### config.mk
export PLATFORM = sky130hd
export DESIGN_NAME = gap_protect
export DESIGN_NICKNAME = d
export VERILOG_FILES = /design/src/gap_sync.v /design/src/gap_fault_timer.v /design/src/gap_protect.v
export VERILOG_INCLUDE_DIRS = /design/src
export SDC_FILE = /design/constraint.sdc
export NUM_CORES = 1
export LEC_CHECK = 0
export BUFFER_PORTS_ARGS = -buffer_cell sky130_fd_sc_hd__buf_4
export CAP_MARGIN = 25
export CORE_MARGIN = 4
export CORE_UTILIZATION = 35
export CTS_BUF_LIST = sky130_fd_sc_hd__clkbuf_8
export CTS_CLUSTER_DIAMETER = 120
export DETAILED_ROUTE_END_ITERATION = 10
export HOLD_SLACK_MARGIN = 0.05
export PLACE_DENSITY = 0.58
export SLEW_MARGIN = 25
export SYNTH_ARGS = -nofsm -noshare
export SYNTH_HDL_FRONTEND = slang
export SYNTH_SLANG_ARGS = --single-unit
### constraint.sdc
create_clock -name sys_clk -period 2.55 [get_ports sys_clk]
set_input_delay 0.255 -clock sys_clk [delete_from_list [all_inputs] [get_ports sys_clk]]
set_output_delay 0.255 -clock sys_clk [all_outputs]
set_load 0.02 [all_outputs]
### src/gap_regs.vh
// Register map, field positions, defaults, ranges and timing for the alternator protection
`ifndef GAP_REGS_VH
`define GAP_REGS_VH

`define GAP_ADDR_W        8
`define GAP_OFF_CTRL      8'h00
`define GAP_OFF_VTHR      8'h04
`define GAP_OFF_VDLY      8'h08
`define GAP_OFF_FTHR      8'h0c
`define GAP_OFF_OFDLY     8'h10
`define GAP_OFF_UFDLY     8'h14
`define GAP_OFF_CDLY      8'h18
`define GAP_OFF_STATUS    8'h1c
`define GAP_OFF_INTSTAT   8'h20
`define GAP_OFF_INTMASK   8'h24

`define GAP_CTRL_LINK     0
`define GAP_CTRL_SENDER   1
`define GAP_CTRL_POLHI    2
`define GAP_CTRL_WIRE3    3
`define GAP_CTRL_FRST     4

`define GAP_INT_SHUT      0
`define GAP_INT_CWARN     1
`define GAP_INT_OIL       2
`define GAP_INT_W         3

`define GAP_HV_THR_DEF    8'h6e
`define GAP_HV_THR_MIN    8'h69
`define GAP_HV_THR_MAX    8'h7d
`define GAP_HV_DLY_DEF    8'h0a
`define GAP_HV_DLY_MIN    8'h01
`define GAP_HV_DLY_MAX    8'h0a
`define GAP_LV_THR_DEF    8'h55
`define GAP_LV_THR_MIN    8'h32
`define GAP_LV_THR_MAX    8'h5f
`define GAP_LV_DLY_DEF    8'h0a
`define GAP_LV_DLY_MIN    8'h02
`define GAP_LV_DLY_MAX    8'h14
`define GAP_FM_DEF        8'h06
`define GAP_FM_MIN        8'h02
`define GAP_FM_MAX        8'h0a
`define GAP_OF_DLY_DEF    11'h44c
`define GAP_OF_DLY_MIN    11'h064
`define GAP_UF_DLY_MIN    11'h1f4
`define GAP_HC_DLY_MAX    11'h7d0
`define GAP_CUR_DLY_DEF   8'h0a
`define GAP_CUR_DLY_MIN   8'h02
`define GAP_CUR_DLY_MAX   8'h3c

`define GAP_CODE_HV       16'h05a6
`define GAP_CODE_LV       16'h05a7
`define GAP_CODE_UF       16'h05a8
`define GAP_CODE_OF       16'h05a9
`define GAP_CODE_CUR      16'h05c0
`define GAP_CODE_NONE     16'h0000

`define GAP_NOM_HZ        8'h3c
`define GAP_CLK_HZ        25000000
`define GAP_TBASE_S       1

`endif

### src/gap_sync.v
// Three-stage pin synchroniser with agreement filter
`timescale 1ns/1ps
module gap_sync (
    input  wire sys_clk,
    input  wire rst_n,
    input  wire ce,
    input  wire din,
    output reg  dout
);
    reg s1_reg;
    reg s2_reg;
    reg s3_reg;

    // First stage feeds only the second; a level counts once stages two and three agree
    always @(posedge sys_clk or negedge rst_n) begin
        if (!rst_n) begin
            s1_reg <= 1'b0;
            s2_reg <= 1'b0;
            s3_reg <= 1'b0;
            dout   <= 1'b0;
        end else if (ce) begin
            s1_reg <= din;
            s2_reg <= s1_reg;
            s3_reg <= s2_reg;
            if (s2_reg == s3_reg)
                dout <= s3_reg;
        end
    end
endmodule // gap_sync

### src/gap_fault_timer.v
// Persistence timer: expires after the condition holds for limit ticks
`timescale 1ns/1ps
module gap_fault_timer #(
    parameter W = 8
) (
    input  wire         sys_clk,
    input  wire         rst_n,
    input  wire         ce,
    input  wire         cond,
    input  wire         tick,
    input  wire [W-1:0] limit,
    output reg          expired
);
    reg [W-1:0] cnt_reg;

    // Any gap in the condition restarts the count from zero
    always @(posedge sys_clk or negedge rst_n) begin
        if (!rst_n) begin
            cnt_reg <= {W{1'b0}};
            expired <= 1'b0;
        end else if (ce) begin
            if (!cond)
                cnt_reg <= {W{1'b0}};
            else if (tick && (cnt_reg < limit))
                cnt_reg <= cnt_reg + {{(W-1){1'b0}}, 1'b1};
            expired <= cond && (cnt_reg >= limit);
        end
    end
endmodule // gap_fault_timer

### src/gap_protect.v
// Alternator protection: thresholds, delay timers, shutdown latch, oil sensor setup
//
// The strobed register port and the register addresses were decided locally.
`timescale 1ns/1ps
`include "gap_regs.vh"

module gap_protect #(
    parameter [24:0] SEC_CYCLES    = `GAP_TBASE_S * `GAP_CLK_HZ,
    parameter [7:0]  NOM_HZ        = `GAP_NOM_HZ,
    parameter [15:0] CUR_WARN_CODE = `GAP_CODE_NONE
) (
    input  wire                   sys_clk,
    input  wire                   rst_n,
    input  wire                   ce,
    input  wire [`GAP_ADDR_W-1:0] addr,
    input  wire [31:0]            wr_data,
    input  wire                   wr_en,
    input  wire                   rd_en,
    output reg  [31:0]            rd_data,
    input  wire [7:0]             volt_pct,
    input  wire [7:0]             freq_hz,
    input  wire                   line_zc_pin,
    input  wire                   cur_high_pin,
    input  wire                   cur_warn_pin,
    input  wire                   oil_switch_pin,
    input  wire                   fault_reset_pin,
    output reg                    engine_shutdown,
    output reg  [15:0]            fault_code,
    output reg  [15:0]            display_code,
    output reg                    oil_low,
    output reg                    oil_sender_sel,
    output reg                    oil_sender_3wire,
    output reg                    irq
);
    // Configuration registers
    reg                   link_en_reg;
    reg                   sender_reg;
    reg                   polhi_reg;
    reg                   wire3_reg;
    reg [7:0]             hv_thr_reg;
    reg [7:0]             lv_thr_reg;
    reg [7:0]             hv_dly_reg;
    reg [7:0]             lv_dly_reg;
    reg [7:0]             of_m_reg;
    reg [7:0]             uf_m_reg;
    reg [10:0]            of_dly_reg;
    reg [10:0]            uf_dly_reg;
    reg [7:0]             cur_dly_reg;
    reg [`GAP_INT_W-1:0]  int_stat_reg;
    reg [`GAP_INT_W-1:0]  int_mask_reg;
    reg                   frst_reg;
    // Time base and edge tracking
    reg [24:0]            sec_cnt_reg;
    reg                   sec_tick_reg;
    reg                   zc_prev_reg;
    reg                   cwarn_prev_reg;
    reg                   oil_prev_reg;
    reg [31:0]            rd_next;
    reg [15:0]            code_next;

    wire                  zc_s;
    wire                  cur_high_s;
    wire                  cur_warn_s;
    wire                  oil_s;
    wire                  frst_s;
    wire                  hc_tick;
    wire                  hv_cond;
    wire                  lv_cond;
    wire                  of_cond;
    wire                  uf_cond;
    wire                  hv_exp;
    wire                  lv_exp;
    wire                  of_exp;
    wire                  uf_exp;
    wire                  cur_exp;
    wire                  any_exp;
    wire                  oil_act;
    wire                  fault_clear;
    wire [8:0]            of_lim;
    wire [8:0]            uf_lim;
    wire [`GAP_INT_W-1:0] int_ev;

    // Keep a written value inside its allowed range
    function [10:0] clamp;
        input [10:0] v;
        input [10:0] lo;
        input [10:0] hi;
        begin
            clamp = (v < lo) ? lo : ((v > hi) ? hi : v);
        end
    endfunction
    // Same clamp at the width of the 8-bit fields, so no result bit is cut
    function [7:0] clamp8;
        input [7:0] v;
        input [7:0] lo;
        input [7:0] hi;
        begin
            clamp8 = (v < lo) ? lo : ((v > hi) ? hi : v);
        end
    endfunction

    // Pins from the outside world
    gap_sync u_sync_zc (.sys_clk(sys_clk), .rst_n(rst_n), .ce(ce), .din(line_zc_pin),
        .dout(zc_s));
    gap_sync u_sync_ch (.sys_clk(sys_clk), .rst_n(rst_n), .ce(ce), .din(cur_high_pin),
        .dout(cur_high_s));
    gap_sync u_sync_cw (.sys_clk(sys_clk), .rst_n(rst_n), .ce(ce), .din(cur_warn_pin),
        .dout(cur_warn_s));
    gap_sync u_sync_oil (.sys_clk(sys_clk), .rst_n(rst_n), .ce(ce), .din(oil_switch_pin),
        .dout(oil_s));
    gap_sync u_sync_fr (.sys_clk(sys_clk), .rst_n(rst_n), .ce(ce), .din(fault_reset_pin),
        .dout(frst_s));

    // Each edge of the zero-cross signal is one line half cycle
    assign hc_tick = zc_s ^ zc_prev_reg;

    // Fault conditions; frequency limits widened to avoid wrap
    assign hv_cond = volt_pct > hv_thr_reg;
    assign lv_cond = volt_pct < lv_thr_reg;
    assign of_lim  = {1'b0, NOM_HZ} + {1'b0, of_m_reg};
    assign uf_lim  = {1'b0, NOM_HZ} - {1'b0, uf_m_reg};
    assign of_cond = {1'b0, freq_hz} > of_lim;
    assign uf_cond = ({1'b0, freq_hz} < uf_lim) && !uf_lim[8];

    // Second-based delays
    gap_fault_timer #(.W(8)) u_tmr_hv (.sys_clk(sys_clk), .rst_n(rst_n), .ce(ce),
        .cond(hv_cond), .tick(sec_tick_reg), .limit(hv_dly_reg), .expired(hv_exp));
    gap_fault_timer #(.W(8)) u_tmr_lv (.sys_clk(sys_clk), .rst_n(rst_n), .ce(ce),
        .cond(lv_cond), .tick(sec_tick_reg), .limit(lv_dly_reg), .expired(lv_exp));
    gap_fault_timer #(.W(8)) u_tmr_cur (.sys_clk(sys_clk), .rst_n(rst_n), .ce(ce),
        .cond(cur_high_s), .tick(sec_tick_reg), .limit(cur_dly_reg),
        .expired(cur_exp));
    // Half-cycle delays
    gap_fault_timer #(.W(11)) u_tmr_of (.sys_clk(sys_clk), .rst_n(rst_n), .ce(ce),
        .cond(of_cond), .tick(hc_tick), .limit(of_dly_reg), .expired(of_exp));
    gap_fault_timer #(.W(11)) u_tmr_uf (.sys_clk(sys_clk), .rst_n(rst_n), .ce(ce),
        .cond(uf_cond), .tick(hc_tick), .limit(uf_dly_reg), .expired(uf_exp));

    assign any_exp     = hv_exp | lv_exp | of_exp | uf_exp | cur_exp;
    assign fault_clear = frst_s | frst_reg;
    // Switch reads active per polarity; a sender has no switch level
    assign oil_act     = !link_en_reg && !sender_reg && (polhi_reg ? oil_s : !oil_s);
    assign int_ev      = {oil_act & !oil_prev_reg,
                          cur_warn_s & !cwarn_prev_reg,
                          any_exp & !engine_shutdown};

    // Priority among faults expiring together: current first, then voltage, then frequency
    always @* begin
        if (cur_exp)
            code_next = `GAP_CODE_CUR;
        else if (hv_exp)
            code_next = `GAP_CODE_HV;
        else if (lv_exp)
            code_next = `GAP_CODE_LV;
        else if (of_exp)
            code_next = `GAP_CODE_OF;
        else
            code_next = `GAP_CODE_UF;
    end

    // One-second time base; a long count, shortened by parameter in simulation
    always @(posedge sys_clk or negedge rst_n) begin
        if (!rst_n) begin
            sec_cnt_reg  <= 25'h0000000;
            sec_tick_reg <= 1'b0;
        end else if (ce) begin
            sec_tick_reg <= (sec_cnt_reg == SEC_CYCLES - 25'h0000001);
            if (sec_cnt_reg == SEC_CYCLES - 25'h0000001)
                sec_cnt_reg <= 25'h0000000;
            else
                sec_cnt_reg <= sec_cnt_reg + 25'h0000001;
        end
    end

    // Register writes; every threshold, margin and delay field is clamped on entry; each field resets to its default
    always @(posedge sys_clk or negedge rst_n) begin
        if (!rst_n) begin
            link_en_reg  <= 1'b0;
            sender_reg   <= 1'b0;
            polhi_reg    <= 1'b0;
            wire3_reg    <= 1'b0;
            hv_thr_reg   <= `GAP_HV_THR_DEF;
            lv_thr_reg   <= `GAP_LV_THR_DEF;
            hv_dly_reg   <= `GAP_HV_DLY_DEF;
            lv_dly_reg   <= `GAP_LV_DLY_DEF;
            of_m_reg     <= `GAP_FM_DEF;
            uf_m_reg     <= `GAP_FM_DEF;
            of_dly_reg   <= `GAP_OF_DLY_DEF;
            uf_dly_reg   <= `GAP_OF_DLY_DEF;
            cur_dly_reg  <= `GAP_CUR_DLY_DEF;
            int_mask_reg <= {`GAP_INT_W{1'b0}};
            frst_reg     <= 1'b0;
        end else if (ce) begin
            frst_reg <= wr_en && (addr == `GAP_OFF_CTRL) && wr_data[`GAP_CTRL_FRST];
            if (wr_en) begin
                case (addr)
                    `GAP_OFF_CTRL: begin
                        link_en_reg <= wr_data[`GAP_CTRL_LINK];
                        // Oil settings frozen while the controller link is on
                        if (!link_en_reg) begin
                            sender_reg <= wr_data[`GAP_CTRL_SENDER];
                            polhi_reg  <= wr_data[`GAP_CTRL_POLHI];
                            wire3_reg  <= wr_data[`GAP_CTRL_WIRE3];
                        end
                    end
                    `GAP_OFF_VTHR: begin
                        hv_thr_reg <= clamp8(wr_data[7:0], `GAP_HV_THR_MIN, `GAP_HV_THR_MAX);
                        lv_thr_reg <= clamp8(wr_data[15:8], `GAP_LV_THR_MIN, `GAP_LV_THR_MAX);
                    end
                    `GAP_OFF_VDLY: begin
                        hv_dly_reg <= clamp8(wr_data[7:0], `GAP_HV_DLY_MIN, `GAP_HV_DLY_MAX);
                        lv_dly_reg <= clamp8(wr_data[15:8], `GAP_LV_DLY_MIN, `GAP_LV_DLY_MAX);
                    end
                    `GAP_OFF_FTHR: begin
                        of_m_reg <= clamp8(wr_data[7:0], `GAP_FM_MIN, `GAP_FM_MAX);
                        uf_m_reg <= clamp8(wr_data[15:8], `GAP_FM_MIN, `GAP_FM_MAX);
                    end
                    `GAP_OFF_OFDLY:
                        of_dly_reg <= clamp(wr_data[10:0], `GAP_OF_DLY_MIN, `GAP_HC_DLY_MAX);
                    `GAP_OFF_UFDLY:
                        uf_dly_reg <= clamp(wr_data[10:0], `GAP_UF_DLY_MIN, `GAP_HC_DLY_MAX);
                    `GAP_OFF_CDLY:
                        cur_dly_reg <= clamp8(wr_data[7:0], `GAP_CUR_DLY_MIN, `GAP_CUR_DLY_MAX);
                    `GAP_OFF_INTMASK:
                        int_mask_reg <= wr_data[`GAP_INT_W-1:0];
                    default: ;
                endcase
            end
        end
    end

    // Interrupt status: a new event wins over a write-one clear in the same cycle
    always @(posedge sys_clk or negedge rst_n) begin
        if (!rst_n) begin
            int_stat_reg   <= {`GAP_INT_W{1'b0}};
            cwarn_prev_reg <= 1'b0;
            oil_prev_reg   <= 1'b0;
            zc_prev_reg    <= 1'b0;
            irq            <= 1'b0;
        end else if (ce) begin
            cwarn_prev_reg <= cur_warn_s;
            oil_prev_reg   <= oil_act;
            zc_prev_reg    <= zc_s;
            if (wr_en && addr == `GAP_OFF_INTSTAT)
                int_stat_reg <= (int_stat_reg & ~wr_data[`GAP_INT_W-1:0]) | int_ev;
            else
                int_stat_reg <= int_stat_reg | int_ev;
            irq <= |(int_stat_reg & int_mask_reg);
        end
    end

    // Shutdown latch: first expiry sets it; only a fault reset releases it
    always @(posedge sys_clk or negedge rst_n) begin
        if (!rst_n) begin
            engine_shutdown <= 1'b0;
            fault_code      <= `GAP_CODE_NONE;
        end else if (ce) begin
            if (fault_clear) begin
                engine_shutdown <= 1'b0;
                fault_code      <= `GAP_CODE_NONE;
            end else if (any_exp && !engine_shutdown) begin
                engine_shutdown <= 1'b1;
                fault_code      <= code_next;
            end
        end
    end

    // Display and oil outputs; a latched shutdown masks the current warning
    always @(posedge sys_clk or negedge rst_n) begin
        if (!rst_n) begin
            display_code     <= `GAP_CODE_NONE;
            oil_low          <= 1'b0;
            oil_sender_sel   <= 1'b0;
            oil_sender_3wire <= 1'b0;
        end else if (ce) begin
            if (engine_shutdown)
                display_code <= fault_code;
            else if (cur_warn_s)
                display_code <= CUR_WARN_CODE;
            else
                display_code <= `GAP_CODE_NONE;
            oil_low          <= oil_act;
            oil_sender_sel   <= !link_en_reg && sender_reg;
            oil_sender_3wire <= !link_en_reg && sender_reg && wire3_reg;
        end
    end

    // Read mux; unmapped offsets read zero
    always @* begin
        rd_next = 32'h00000000;
        case (addr)
            `GAP_OFF_CTRL:    rd_next = {28'h0000000, wire3_reg, polhi_reg, sender_reg,
                                         link_en_reg};
            `GAP_OFF_VTHR:    rd_next = {16'h0000, lv_thr_reg, hv_thr_reg};
            `GAP_OFF_VDLY:    rd_next = {16'h0000, lv_dly_reg, hv_dly_reg};
            `GAP_OFF_FTHR:    rd_next = {16'h0000, uf_m_reg, of_m_reg};
            `GAP_OFF_OFDLY:   rd_next = {21'h000000, of_dly_reg};
            `GAP_OFF_UFDLY:   rd_next = {21'h000000, uf_dly_reg};
            `GAP_OFF_CDLY:    rd_next = {24'h000000, cur_dly_reg};
            `GAP_OFF_STATUS:  rd_next = {9'h000, oil_act, cur_warn_s, cur_high_s, uf_cond,
                                         of_cond, lv_cond, hv_cond, fault_code};
            `GAP_OFF_INTSTAT: rd_next = {29'h00000000, int_stat_reg};
            `GAP_OFF_INTMASK: rd_next = {29'h00000000, int_mask_reg};
            default:          rd_next = 32'h00000000;
        endcase
    end

    // Read data stands only in the cycle after the strobe
    always @(posedge sys_clk or negedge rst_n) begin
        if (!rst_n)
            rd_data <= 32'h00000000;
        else if (ce)
            rd_data <= rd_en ? rd_next : 32'h00000000;
    end
endmodule // gap_protect

; ---- Word level (Yosys, flattened, before mapping)
; Cells that the tools add are included.
[op_classes]
add_sub_neg = 8
mul = 0
n_div = 0
order_cmp = 28
n_eq_ne = 20
n_shift = 0
mux = 40
bitwise = 15
reduce_logical = 49
[op_table]
columns = operator, count
row1 = one-hot mux 23 bit (10 select lines), 1
row2 = 2-to-1 mux 8 bit, 19
row3 = 2-to-1 mux 16 bit, 6
row4 = 2-to-1 mux 11 bit, 7
row5 = "equality test 8 x 5 -> 1 bit, second input constant", 4
row6 = less-than comparator 8 bit, 4
row7 = 2-to-1 mux 32 bit, 1
row8 = "adder 25 x 1 -> 25 bit, second input constant", 1
row9 = "equality test 25 bit, second input constant", 1
row10 = 2-to-1 mux 25 bit, 1
row11 = "adder 8 x 1 -> 8 bit, second input constant", 3
row12 = >= comparator 8 bit, 3
row13 = AND reduction 3 bit, 8
row14 = "adder 11 x 1 -> 11 bit, second input constant", 2
row15 = >= comparator 11 bit, 2
row16 = less-than comparator 11 bit, 2
row17 = AND reduction 2 bit, 11
row18 = logical AND 1 bit, 19
row19 = "equality test 8 x 4 -> 1 bit, second input constant", 2
row20 = "equality test 8 x 6 -> 1 bit, second input constant", 2
row21 = "greater-than comparator 8 x 4 -> 1 bit, second input constant", 2
row22 = "greater-than comparator 8 x 7 -> 1 bit, second input constant", 2
row23 = "less-than comparator 8 x 2 -> 1 bit, second input constant", 2
row24 = "greater-than comparator 11 bit, second input constant", 1
row25 = 30 further kinds, 54
[totals]
register_bits = 257
latch_bits = 0
ramBits = 0
rom_bits = 0
in_bits = 66
output_inout_bits = 69
memories = 0

; ---- Depth between registers and ports, before layout
; Gate-level depths: netlist of the first run.
[depth]
depth_word = 7
mapped_depth = 12
depth_no_buf = 12

; ---- Hierarchy
; A second synthesis of the first run with hierarchy kept.
[unflattened]
hier_cells = 1468
hier_area_um2 = 13960.9
[by_module_without_submodules]
columns = mod, instances, cells_per_inst, area_each_um2, seq_area_each_um2
row1 = gap_protect, 1, 896, 8732.1, 3937.5
row2 = gap_fault_timer (u_tmr_cur ...), 3, 88, 778.2, 225.2
row3 = gap_fault_timer (u_tmr_of ...), 2, 129, 1056.0, 300.3
row4 = gap_sync, 5, 10, 156.4, 100.1

; ---- Least setup slack after synthesis of the first run
; Ideal clock, no wire load.
[synth_timing]
kind = register to register
from = reg uf_m_reg[1]
to = reg u_tmr_uf.cnt_reg[0]
setup_ns = 0.120
arrival_time_ns = 2.613
setup_slack_ns = -0.183
stages_incl_launch_ff = 13
path_buffers = 1
synth_period_minus_slack_ns = 2.733
cell_sequence = dfstp_2 inv_1 ha_1 nor3b_2 xnor2_1 ha_1 nand3_1 nor3_1 nor4_2 buf_2 nor2_1 nor3_1 a31o_2
[synth_between]
elab_chain_len = 5
elab_cells_between_ends = 7
classes_between = add/sub (1) / order compare (1) / eq/ne (1) / mux (1) / reduce/logical (3)
[synth_lines]
columns = item, line_no
row1 = from (decl), gap_protect.v:45  ; reg [7:0] uf_m_reg;
row2 = from (signal assigned), gap_protect.v:187  ; uf_m_reg <= `GAP_FM_DEF;
row3 = from (signal assigned), gap_protect.v:216  ; uf_m_reg <= clamp8(wr_data[15:8], `GAP_FM_MIN, `GAP_FM_MAX);
row4 = subtractor 6 x 8 -> 9 bit *, gap_protect.v:121  ; assign uf_lim = {1'b0, NOM_HZ} - {1'b0, uf_m_reg};
row5 = less-than comparator 8 x 9 -> 1 bit or logical NOT 1 bit (tied branches), gap_protect.v:123  ; assign uf_cond = ({1'b0, freq_hz} < uf_lim) && !uf_lim[8];
row6 = logical AND 1 bit *, gap_protect.v:123
row7 = != test 2 bit (no source line), -
row8 = AND reduction 2 bit (no source line), -
row9 = to (signal assigned), gap_fault_timer.v:19  ; cnt_reg <= {W{1'b0}};
row10 = to (signal assigned), gap_fault_timer.v:23  ; cnt_reg <= {W{1'b0}};
row11 = to (signal assigned), gap_fault_timer.v:25  ; cnt_reg <= cnt_reg + {{(W-1){1'b0}}, 1'b1};
row12 = to (decl), gap_fault_timer.v:14  ; reg [W-1:0] cnt_reg;
; Every way passes the cells marked *; elsewhere a longest branch is shown, timed or not.
; A chain may end at the register's enable or synchronous reset.

; ---- Worst setup path in the final report of the first run
[layout_timing]
from = reg of_m_reg[2]
to = reg u_tmr_of.cnt_reg[5]
[layout_between]
elab_chain_len = 4
elab_cells_between_ends = 5
classes_between = add/sub (1) / order compare (1) / eq/ne (1) / mux (1) / reduce/logical (1)
[layout_lines]
columns = item, line_no
row1 = from (decl), gap_protect.v:44  ; reg [7:0] of_m_reg;
row2 = from (signal assigned), gap_protect.v:186  ; of_m_reg <= `GAP_FM_DEF;
row3 = from (signal assigned), gap_protect.v:215  ; of_m_reg <= clamp8(wr_data[7:0], `GAP_FM_MIN, `GAP_FM_MAX);
row4 = adder 6 x 8 -> 9 bit *, gap_protect.v:120  ; assign of_lim = {1'b0, NOM_HZ} + {1'b0, of_m_reg};
row5 = greater-than comparator 8 x 9 -> 1 bit *, gap_protect.v:122  ; assign of_cond = {1'b0, freq_hz} > of_lim;
row6 = != test 2 bit (no source line), -
row7 = AND reduction 2 bit (no source line), -
row8 = to (signal assigned), gap_fault_timer.v:19
row9 = to (signal assigned), gap_fault_timer.v:23
row10 = to (signal assigned), gap_fault_timer.v:25
row11 = to (decl), gap_fault_timer.v:14
; Marks and branches as above.

==> results of run 1 <==
[cell type report]
cell class,instances,area share
clock inverter,23,0.008385
multi-input combinational,956,0.4167
tap,461,0.03681
sequential,227,0.3647
clock buffer,53,0.04655
inverter,105,0.02515
timing repair buffer,193,0.1017
[worst reg2reg max path: stages, from the launching register on]
cell      delay [ns]
dfstp_2         0.52
inv_1           0.04
ha_2            0.17
buf_4           0.13
xnor2_1         0.17
ha_1            0.29
a21oi_1         0.18
nand3_2         0.13
o311ai_4        0.32
buf_4           0.18
buf_6           0.11
o21ai_0         0.08
a22o_1          0.19
[Yosys cell counts (7+ instances only)]
| master | count |
|---|---|
| nor3_1 | 29 |
| mux2i_1 | 8 |
| mux2_2 | 19 |
| o2bb2ai_1 | 22 |
| o21ai_0 | 78 |
| clkbuf_1 | 30 |
| nand4_1 | 34 |
| a32o_1 | 7 |
| a222oi_1 | 10 |
| nand2_1 | 119 |
| and3_1 | 8 |
| a21o_1 | 18 |
| xor2_1 | 28 |
| nor4_1 | 13 |
| a22o_1 | 8 |
| or3_1 | 11 |
| o21a_1 | 9 |
| a211oi_1 | 11 |
| dfstp_2 | 27 |
| a21oi_1 | 73 |
| a22oi_1 | 13 |
| nand3_1 | 55 |
| ha_1 | 84 |
| xnor2_1 | 31 |
| nor2b_1 | 17 |
| dfrtp_1 | 200 |
| o22ai_1 | 7 |
| buf_2 | 13 |
| inv_1 | 103 |
| nor2_1 | 121 |
| buf_4 | 32 |
[power by group through the flow]
stage	combinational, mW	clock (mW)	sequential [mW]
after floorplan	0.956	0	4.18
after global placement	1.52	0	4.24
after detailed placement	1.56	0	4.24
after CTS	1.61	3.68	4.18
after global routing	1.81	3.85	4.22
final	1.62	3.58	4.19
[worst max path at each step]
stage	start	end	slack, ns	cells after the start
finish	of_m_reg[2]$_DFFE_PN1P_	u_tmr_of.cnt_reg[5]$_DFFE_PN0P_	-0.06	12
global route	of_m_reg[3]$_DFFE_PN0P_	u_tmr_of.cnt_reg[6]$_DFFE_PN0P_	-0.23	12
CTS	of_m_reg[3]$_DFFE_PN0P_	u_tmr_of.cnt_reg[7]$_DFFE_PN0P_	-0.08	11
detailed placement	of_m_reg[3]$_DFFE_PN0P_	u_tmr_of.cnt_reg[6]$_DFFE_PN0P_	-0.14	12
global placement	of_m_reg[3]$_DFFE_PN0P_	u_tmr_of.cnt_reg[6]$_DFFE_PN0P_	-0.10	12
floorplan	of_m_reg[3]$_DFFE_PN0P_	u_tmr_of.cnt_reg[10]$_DFFE_PN0P_	-0.06	12
[what timing repair did]
item,CTS,global route
gates resized for setup,14,14
buffers inserted,3,1
hold buffers,27,0
pin swaps,11,11
endpoints found under the setup margin,20,27
hold endpoints to repair,251,0
[through the flow]
| stage | setup TNS, ns | cells |
|---|---|---|
| floorplan | -0.1072 | 1368 |
| global placement | -0.5750 | 1911 |
| detailed placement | -1.278 | 1911 |
| CTS | -0.4348 | 2017 |
| global route | -3.580 | 2018 |
| finish | -0.4798 | 2018 |
[metal layers]
| metal | vias to the layer above | wire (um) | part of all wire |
|---|---|---|---|
| met1 | 5298 | 17480 | 0.47 |
| met2 | 347 | 16910 | 0.45 |
| met5 | - | 0 | 0 |
| met4 | 0 | 788 | 0.021 |
| met3 | 51 | 2358 | 0.063 |
| li1 | 5125 | - | - |
[cells by family after synthesis]
family / after synthesis / share of synthesized area
xor gates and xnor gates: 59 / 0.04035
muxes: 30 / 0.02823
buffers and inverters: 185 / 0.06545
other: 1 / 0.0002928
adders and majority gates: 85 / 0.08285
DFF: 227 / 0.4462
and+or+nand+nor: 443 / 0.1656
AOI/OAI and AO/OA: 316 / 0.1711
==> metrics.log, run 1 <==
[metrics] max-slew violations: 0
[metrics] final-layout worst hold slack: 0.1020 ns
[metrics] number of I/O port buffers: 95
[metrics] DIE HEIGHT: 199.3 um
[metrics] net switching power figure: 2.897 mW
[metrics] cell types with the largest area share after synthesis: dfrtp_1 39%, ha_1 8.2%, dfstp_2 5.5%, nor2_1 3.5%, nand2_1 3.5%
[metrics] crit path DAT: 3.07 ns
[metrics] Largest register FFs: 25
[metrics] largest net degree at the start of global routing: 97
[metrics] summed instance area of the synthesized netlist: 12810 um2
[metrics] RSZ-0062 raised after global routing: yes
[metrics] Max clock buf depth: 3
[metrics] Sinks on Clock Net: 227
[metrics] proportion of power drawn by flip-flops and latches: 0.446
[metrics] via count of the routed design: 10820
[metrics] Inserted Clock Buffers: 41
[metrics] detailed router's first-iteration violation count: 878
[metrics] mean number of vias per cell: 5.362
[metrics] total non-filler cell area in the finished layout: 15670 um2
[metrics] setup clock skew after layout: 0.02313 ns
[metrics] Sw Share: 0.3084
[metrics] vias in the first global route: 10720
[metrics] P_leak: 7.382 nW
[metrics] warnings from Yosys: 0
[metrics] total congestion overflow: 0
[metrics] Main synth FF type: dfrtp_1
[metrics] count of buffering cells on the critical path with inverters included: 4
[metrics] post-synthesis sequential area ratio: 0.4462
[metrics] routing layer with the top usage in global route: met2
[metrics] Sequential Area: 5714 um2
[metrics] share of flip-flops with an asynchronous set or reset after synthesis: 1.000
[metrics] setup slack on the worst flop-to-flop path: -0.06 ns
[metrics] count of standard-cell rows: 69
[metrics] overall power of the completed layout: 9.395 mW
[metrics] cell mode on critical path: buf_4
[metrics] growth of design area from synthesis to finish: 22.34%
[metrics] category of cells accounting for the largest share of critical-path delay: compound AO/OA/AOI/OAI gates
[metrics] Post-route DRC: 0
[metrics] placed wire-length estimate: 27.88 mm
[metrics] Area after DPL: 14380 um2
[metrics] Setup crit start kind: register
[metrics] internal power component: 6.497 mW
[metrics] maximum fanout along the worst path: 6
[metrics] hold path endpoint: of_m_reg[2]$_DFFE_PN1P_
[metrics] startpoint of the most critical hold path: wr_data[2]
[metrics] GPL Wtd Cong: 0.9124
[metrics] Overall Global Routing Usage: 0.1897
[metrics] Critical-path top delay cell: dfstp_2
[metrics] worst r2r src: of_m_reg[2]$_DFFE_PN1P_
[metrics] DIE WIDTH: 199.3 um
[metrics] worst reg2reg path endpoint: u_tmr_of.cnt_reg[5]$_DFFE_PN0P_
[metrics] routed wire length: 37.53 mm
[metrics] clock share of power: 0.381
[metrics] Cells on Worst Hold Path: 3
[metrics] met2 Use GR: 0.2938
[metrics] category of the worst setup path capture point: register
[metrics] number of library cell types mapped by synthesis: 86
[metrics] run status: complete, but fails checks
[metrics] clock root buffer master: clkbuf_8
[metrics] Core Region: 35830 um2
[metrics] clock period minus final worst setup slack: 2.614 ns
[metrics] global routing met3 resource utilization: 0.03170
[metrics] fin worst setup slack: -0.06374 ns
[metrics] largest incremental delay on the critical path: 0.52 ns
[metrics] final core utilization: 0.4373
[metrics] antenna violations before repair: 0
[metrics] Clock Latency Late Sink: 0.57 ns
[metrics] number of storage elements in the synthesis netlist: 227
[metrics] cell type with the highest aggregate area in the netlist: dfrtp_1
[metrics] max_cap viols: 0
[metrics] post-detailed-route wirelength per cell: 18.60 um
[metrics] Worst R2R Path Depth: 12
[metrics] relative contribution of combinational cells to total power: 0.173
[metrics] total of fill cells in the finished design: 3475
[metrics] clock transition at the register clock pins on the worst setup and hold paths after CTS: 0.06 ns
[metrics] Antenna Violating Nets Remaining: 0
[metrics] NumNets Final: 1674
[metrics] worst vdd rail ir drop: 0.4484 mV
[metrics] H-tree levels: 2
[metrics] initial standard-cell utilization of the core: 0.3575
[metrics] EDFF count, synth: 0
[metrics] worst setup slack after placement: -0.1427 ns
[metrics] hold crit path type: primary input to register
[metrics] most common cell after layout, fill and taps aside: dfrtp_1
[metrics] setup-violating endpoint count in the final report: 19
[metrics] Antenna Cells: 0
[metrics] top cell type's share of synthesized area: 0.3908
[metrics] CTS tree: done
[metrics] final critical-path share of the clock period: 1.025
[metrics] combined area of the multi-input logic cells: 6529 um2
[metrics] Crit path required time: 3.01 ns
[metrics] number of endpoints with negative hold slack in the final report: 0
[metrics] area of the die: 39720 um2
[metrics] failing checks: setup timing
[metrics] proportion of layout cells with a drive suffix above 1: 0.2087
[metrics] transition time at the pin with the least slew margin: 0.7688 ns
[metrics] instance count of the mapped netlist: 1346
[metrics] met1 Use GR: 0.2775
[metrics] Cell Chain, Critical Path: inv_1 -> ha_2 -> buf_4 -> xnor2_1 -> ha_1 -> a21oi_1 -> nand3_2 -> o311ai_4 -> buf_4 -> buf_6 -> o21ai_0 -> a22o_1
[metrics] total power density per cell area: 599.6 nW/um2
[metrics] headroom to the max-slew limit: 0.4856
[metrics] first-pass GRT wire length: 59.96 mm
[metrics] total iterations of the first detailed-routing run: 5
[metrics] highest-count cells in the layout ignoring fill and taps: 200 x dfrtp_1, 158 x buf_4, 119 x nand2_1, 118 x nor2_1, 117 x inv_1
[metrics] Avg Cell Area, Syn: 9.515 um2
[metrics] top-level port count: 135
[metrics] category of the most critical setup path: register to register
[metrics] highest attainable clock frequency: 382.6 MHz
(Power assumes the default switching activity.)
==> inputs of run 2 (changes only) <==
Settings changed: CELL_PAD_IN_SITES_DETAIL_PLACEMENT set to 1, CELL_PAD_IN_SITES_GLOBAL_PLACEMENT set to 2, CTS_CLUSTER_SIZE set to 8, PLACE_DENSITY 0.58 to 0.83.
==> metrics.log, run 2 (same netlist as run 1, synthesis figures left out) <==
[metrics] run status: complete, but fails checks
[metrics] failing checks: setup timing
[metrics] NumNets Final: 1676 (+0.12%)
[metrics] hold crit path type: primary input to register
[metrics] Overall Global Routing Usage: 0.2139 (+0.02413)
[metrics] top-level port count: 135 (unchanged)
[metrics] setup clock skew after layout: 0.03122 ns (+0.008091 ns)
[metrics] clock period minus final worst setup slack: 2.738 ns (+0.1239 ns)
[metrics] worst reg2reg path endpoint: u_tmr_uf.cnt_reg[7]$_DFFE_PN0P_
[metrics] DIE WIDTH: 199.3 um (unchanged)
[metrics] antenna violations before repair: 0 (unchanged)
[metrics] headroom to the max-slew limit: 0.5888 (+0.1032)
[metrics] post-detailed-route wirelength per cell: 21.23 um (+14%)
[metrics] Antenna Violating Nets Remaining: 0 (unchanged)
[metrics] worst r2r src: uf_m_reg[1]$_DFFE_PN1P_
[metrics] CTS tree: done
[metrics] placed wire-length estimate: 31.99 mm (+15%)
[metrics] Inserted Clock Buffers: 34 (-17%)
[metrics] number of logic stages on the critical path including buffering: 13 (+1)
[metrics] area of the die: 39720 um2 (unchanged)
[metrics] count of buffering cells on the critical path with inverters included: 4 (unchanged)
[metrics] via count of the routed design: 10940 (+1.1%)
[metrics] most common cell after layout, fill and taps aside: dfrtp_1
[metrics] initial standard-cell utilization of the core: 0.3575 (unchanged)
[metrics] P_leak: 7.329 nW (-0.72%)
[metrics] GPL Wtd Cong: 0.9205 (+0.89%)
[metrics] highest-count cells in the layout ignoring fill and taps: 200 x dfrtp_1, 172 x buf_4, 124 x inv_1, 118 x nand2_1, 112 x nor2_1
[metrics] crit path DAT: 3.16 ns (+0.09 ns)
[metrics] detailed router's first-iteration violation count: 643 (-27%)
[metrics] total of fill cells in the finished design: 4078 (+17%)
[metrics] category of the worst setup path capture point: register
[metrics] launching element of the worst setup path: uf_m_reg[1]$_DFFE_PN1P_
[metrics] Critical-path top delay cell: dfstp_2
[metrics] growth of design area from synthesis to finish: 22.17%
[metrics] H-tree levels: 2 (unchanged)
[metrics] total power density per cell area: 560.1 nW/um2 (-6.6%)
[metrics] number of I/O port buffers: 95 (unchanged)
[metrics] Setup TNS: -2.932 ns (-2.453 ns)
[metrics] category of cells accounting for the largest share of critical-path delay: flip-flops
[metrics] routed wire length: 42.71 mm (+14%)
[metrics] highest attainable clock frequency: 365.3 MHz (-4.5%)
[metrics] Sinks on Clock Net: 227 (unchanged)
[metrics] maximum fanout along the worst path: 6 (unchanged)
[metrics] Largest register FFs: 25 (unchanged)
[metrics] Core Region: 35830 um2 (unchanged)
[metrics] total placed cells including tap cells: 1923 (+0.63%)
[metrics] largest incremental delay on the critical path: 0.56 ns (+0.04 ns)
[metrics] total congestion overflow: 0 (unchanged)
[metrics] fin worst setup slack: -0.1877 ns (-0.1239 ns)
[metrics] setup slack on the worst flop-to-flop path: -0.19 ns (-0.12 ns)
[metrics] clock root buffer master: clkbuf_8
[metrics] final critical-path share of the clock period: 1.074 (+0.04860)
[metrics] max-slew violations: 0 (unchanged)
[metrics] total iterations of the first detailed-routing run: 5 (unchanged)
[metrics] Cell Chain, Critical Path: inv_4 -> ha_4 -> buf_6 -> xnor2_2 -> ha_1 -> o211ai_1 -> nor3_4 -> nor4_4 -> buf_12 -> buf_8 -> a211oi_4 -> xnor2_1 -> nor2_1
[metrics] Max clock buf depth: 3 (unchanged)
[metrics] setup-violating endpoint count in the final report: 22 (+3)
[metrics] final-layout worst hold slack: 0.08328 ns (-0.01868 ns)
[metrics] Setup crit start kind: register
[metrics] DIE HEIGHT: 199.3 um (unchanged)
[metrics] Area after DPL: 14480 um2 (+0.66%)
[metrics] first-pass GRT wire length: 66.94 mm (+12%)
[metrics] transition time at the pin with the least slew margin: 0.6127 ns (-0.1561 ns)
[metrics] largest net degree at the start of global routing: 70 (-28%)
[metrics] Worst R2R Path Depth: 13 (+1)
[metrics] Antenna Cells: 0 (unchanged)
[metrics] Clock Latency Late Sink: 0.55 ns (-0.02 ns)
[metrics] max_cap viols: 0 (unchanged)
[metrics] vias in the first global route: 11640 (+8.6%)
[metrics] mean number of vias per cell: 5.436 (+1.4%)
[metrics] endpoint of the worst setup timing path: u_tmr_uf.cnt_reg[7]$_DFFE_PN0P_
[metrics] count of standard-cell rows: 69 (unchanged)
[metrics] number of endpoints with negative hold slack in the final report: 0 (unchanged)
[metrics] post-route non-filler standard cell count: 2012 (-0.30%)
[metrics] Post-route DRC: 0 (unchanged)
[metrics] RSZ-0062 raised after global routing: yes
[metrics] clock transition at the register clock pins on the worst setup and hold paths after CTS: 0.08 ns (+0.02 ns)
[metrics] proportion of layout cells with a drive suffix above 1: 0.2218 (+0.01306)
[metrics] total non-filler cell area in the finished layout: 15650 um2 (-0.14%)
[metrics] category of the most critical setup path: register to register
[metrics] Crit path required time: 2.98 ns (-0.03 ns)
[metrics] worst vdd rail ir drop: 0.4157 mV (-7.3%)
-- run 2: cell type report --
type / count / area (um2) / area share
inverters: 105 / 396.6 / 0.02535
flip-flops and latches: 227 / 5714 / 0.3652
multi-input cells: 956 / 6714 / 0.4291
well taps: 461 / 576.8 / 0.03687
clock inverters: 27 / 117.6 / 0.007517
clock buffers: 34 / 467.9 / 0.02991
repair buffers: 202 / 1659 / 0.1060
-- run 2: worst reg2reg max path: cells and delay by family (launching register included) --
family	cells	cell delay (ns)
buffers and inverters	4	0.52
AND/OR/NAND/NOR	3	0.43
XOR/XNOR	2	0.27
AO/OA/AOI/OAI	2	0.37
flip-flops	1	0.56
adder cells (fa/ha/maj)	2	0.46
-- run 2: what timing repair did --
item | CTS | global route
resized for setup | 39 | 35
hold buffers | 17 | 0
pin swaps | 19 | 31
setup buffers | 7 | 5
endpoints found under the hold margin | 78 | 0
cloned | 0 | 0
setup endpoints to repair | 23 | 29
-- run 2: power breakdown --
group          internal [mW]  leakage (nW)  total [mW]  switching [mW]
logic                  0.695          4.12        1.77            1.08
registers               3.86          2.83        4.17           0.310
clock network           1.26         0.372        2.81            1.56
-- run 2: worst min-delay path by stage --
stage	start	endpoint	slack, ns	cells past startpoint
6_report	wr_data[6]	uf_dly_reg[6]$_DFFE_PN1P_	0.08	3
5_1_grt	wr_data[7]	of_dly_reg[7]$_DFFE_PN0P_	0.09	3
4_1_cts	wr_data[7]	of_dly_reg[7]$_DFFE_PN0P_	0.05	3
3_5_place_dp	rst_n	u_tmr_uf.cnt_reg[9]$_DFFE_PN0P_	0.25	1
3_3_place_gp	rst_n	u_tmr_uf.cnt_reg[9]$_DFFE_PN0P_	0.24	1
2_1_floorplan	rst_n	cur_dly_reg[0]$_DFFE_PN0P_	-0.04	0
-- run 2: per-stage QoR --
stage          setup WS [ns]  power, mW    util
2_1_floorplan       -0.05983      5.141       -
3_3_place_gp         -0.1117      5.814  0.4041
3_5_place_dp         -0.2473      5.893  0.4041
4_1_cts              -0.2144      8.823  0.4307
5_1_grt              -0.3340      9.247  0.4367
6_report             -0.1877      8.763  0.4367
-- run 2: metal layers --
metal	up-vias	track usage	part of all wire
met5	-	0	0
met4	0	0.06484	0.028
met3	70	0.02715	0.043
met2	247	0.3655	0.49
met1	5507	0.2844	0.44
li1	5114	-	-
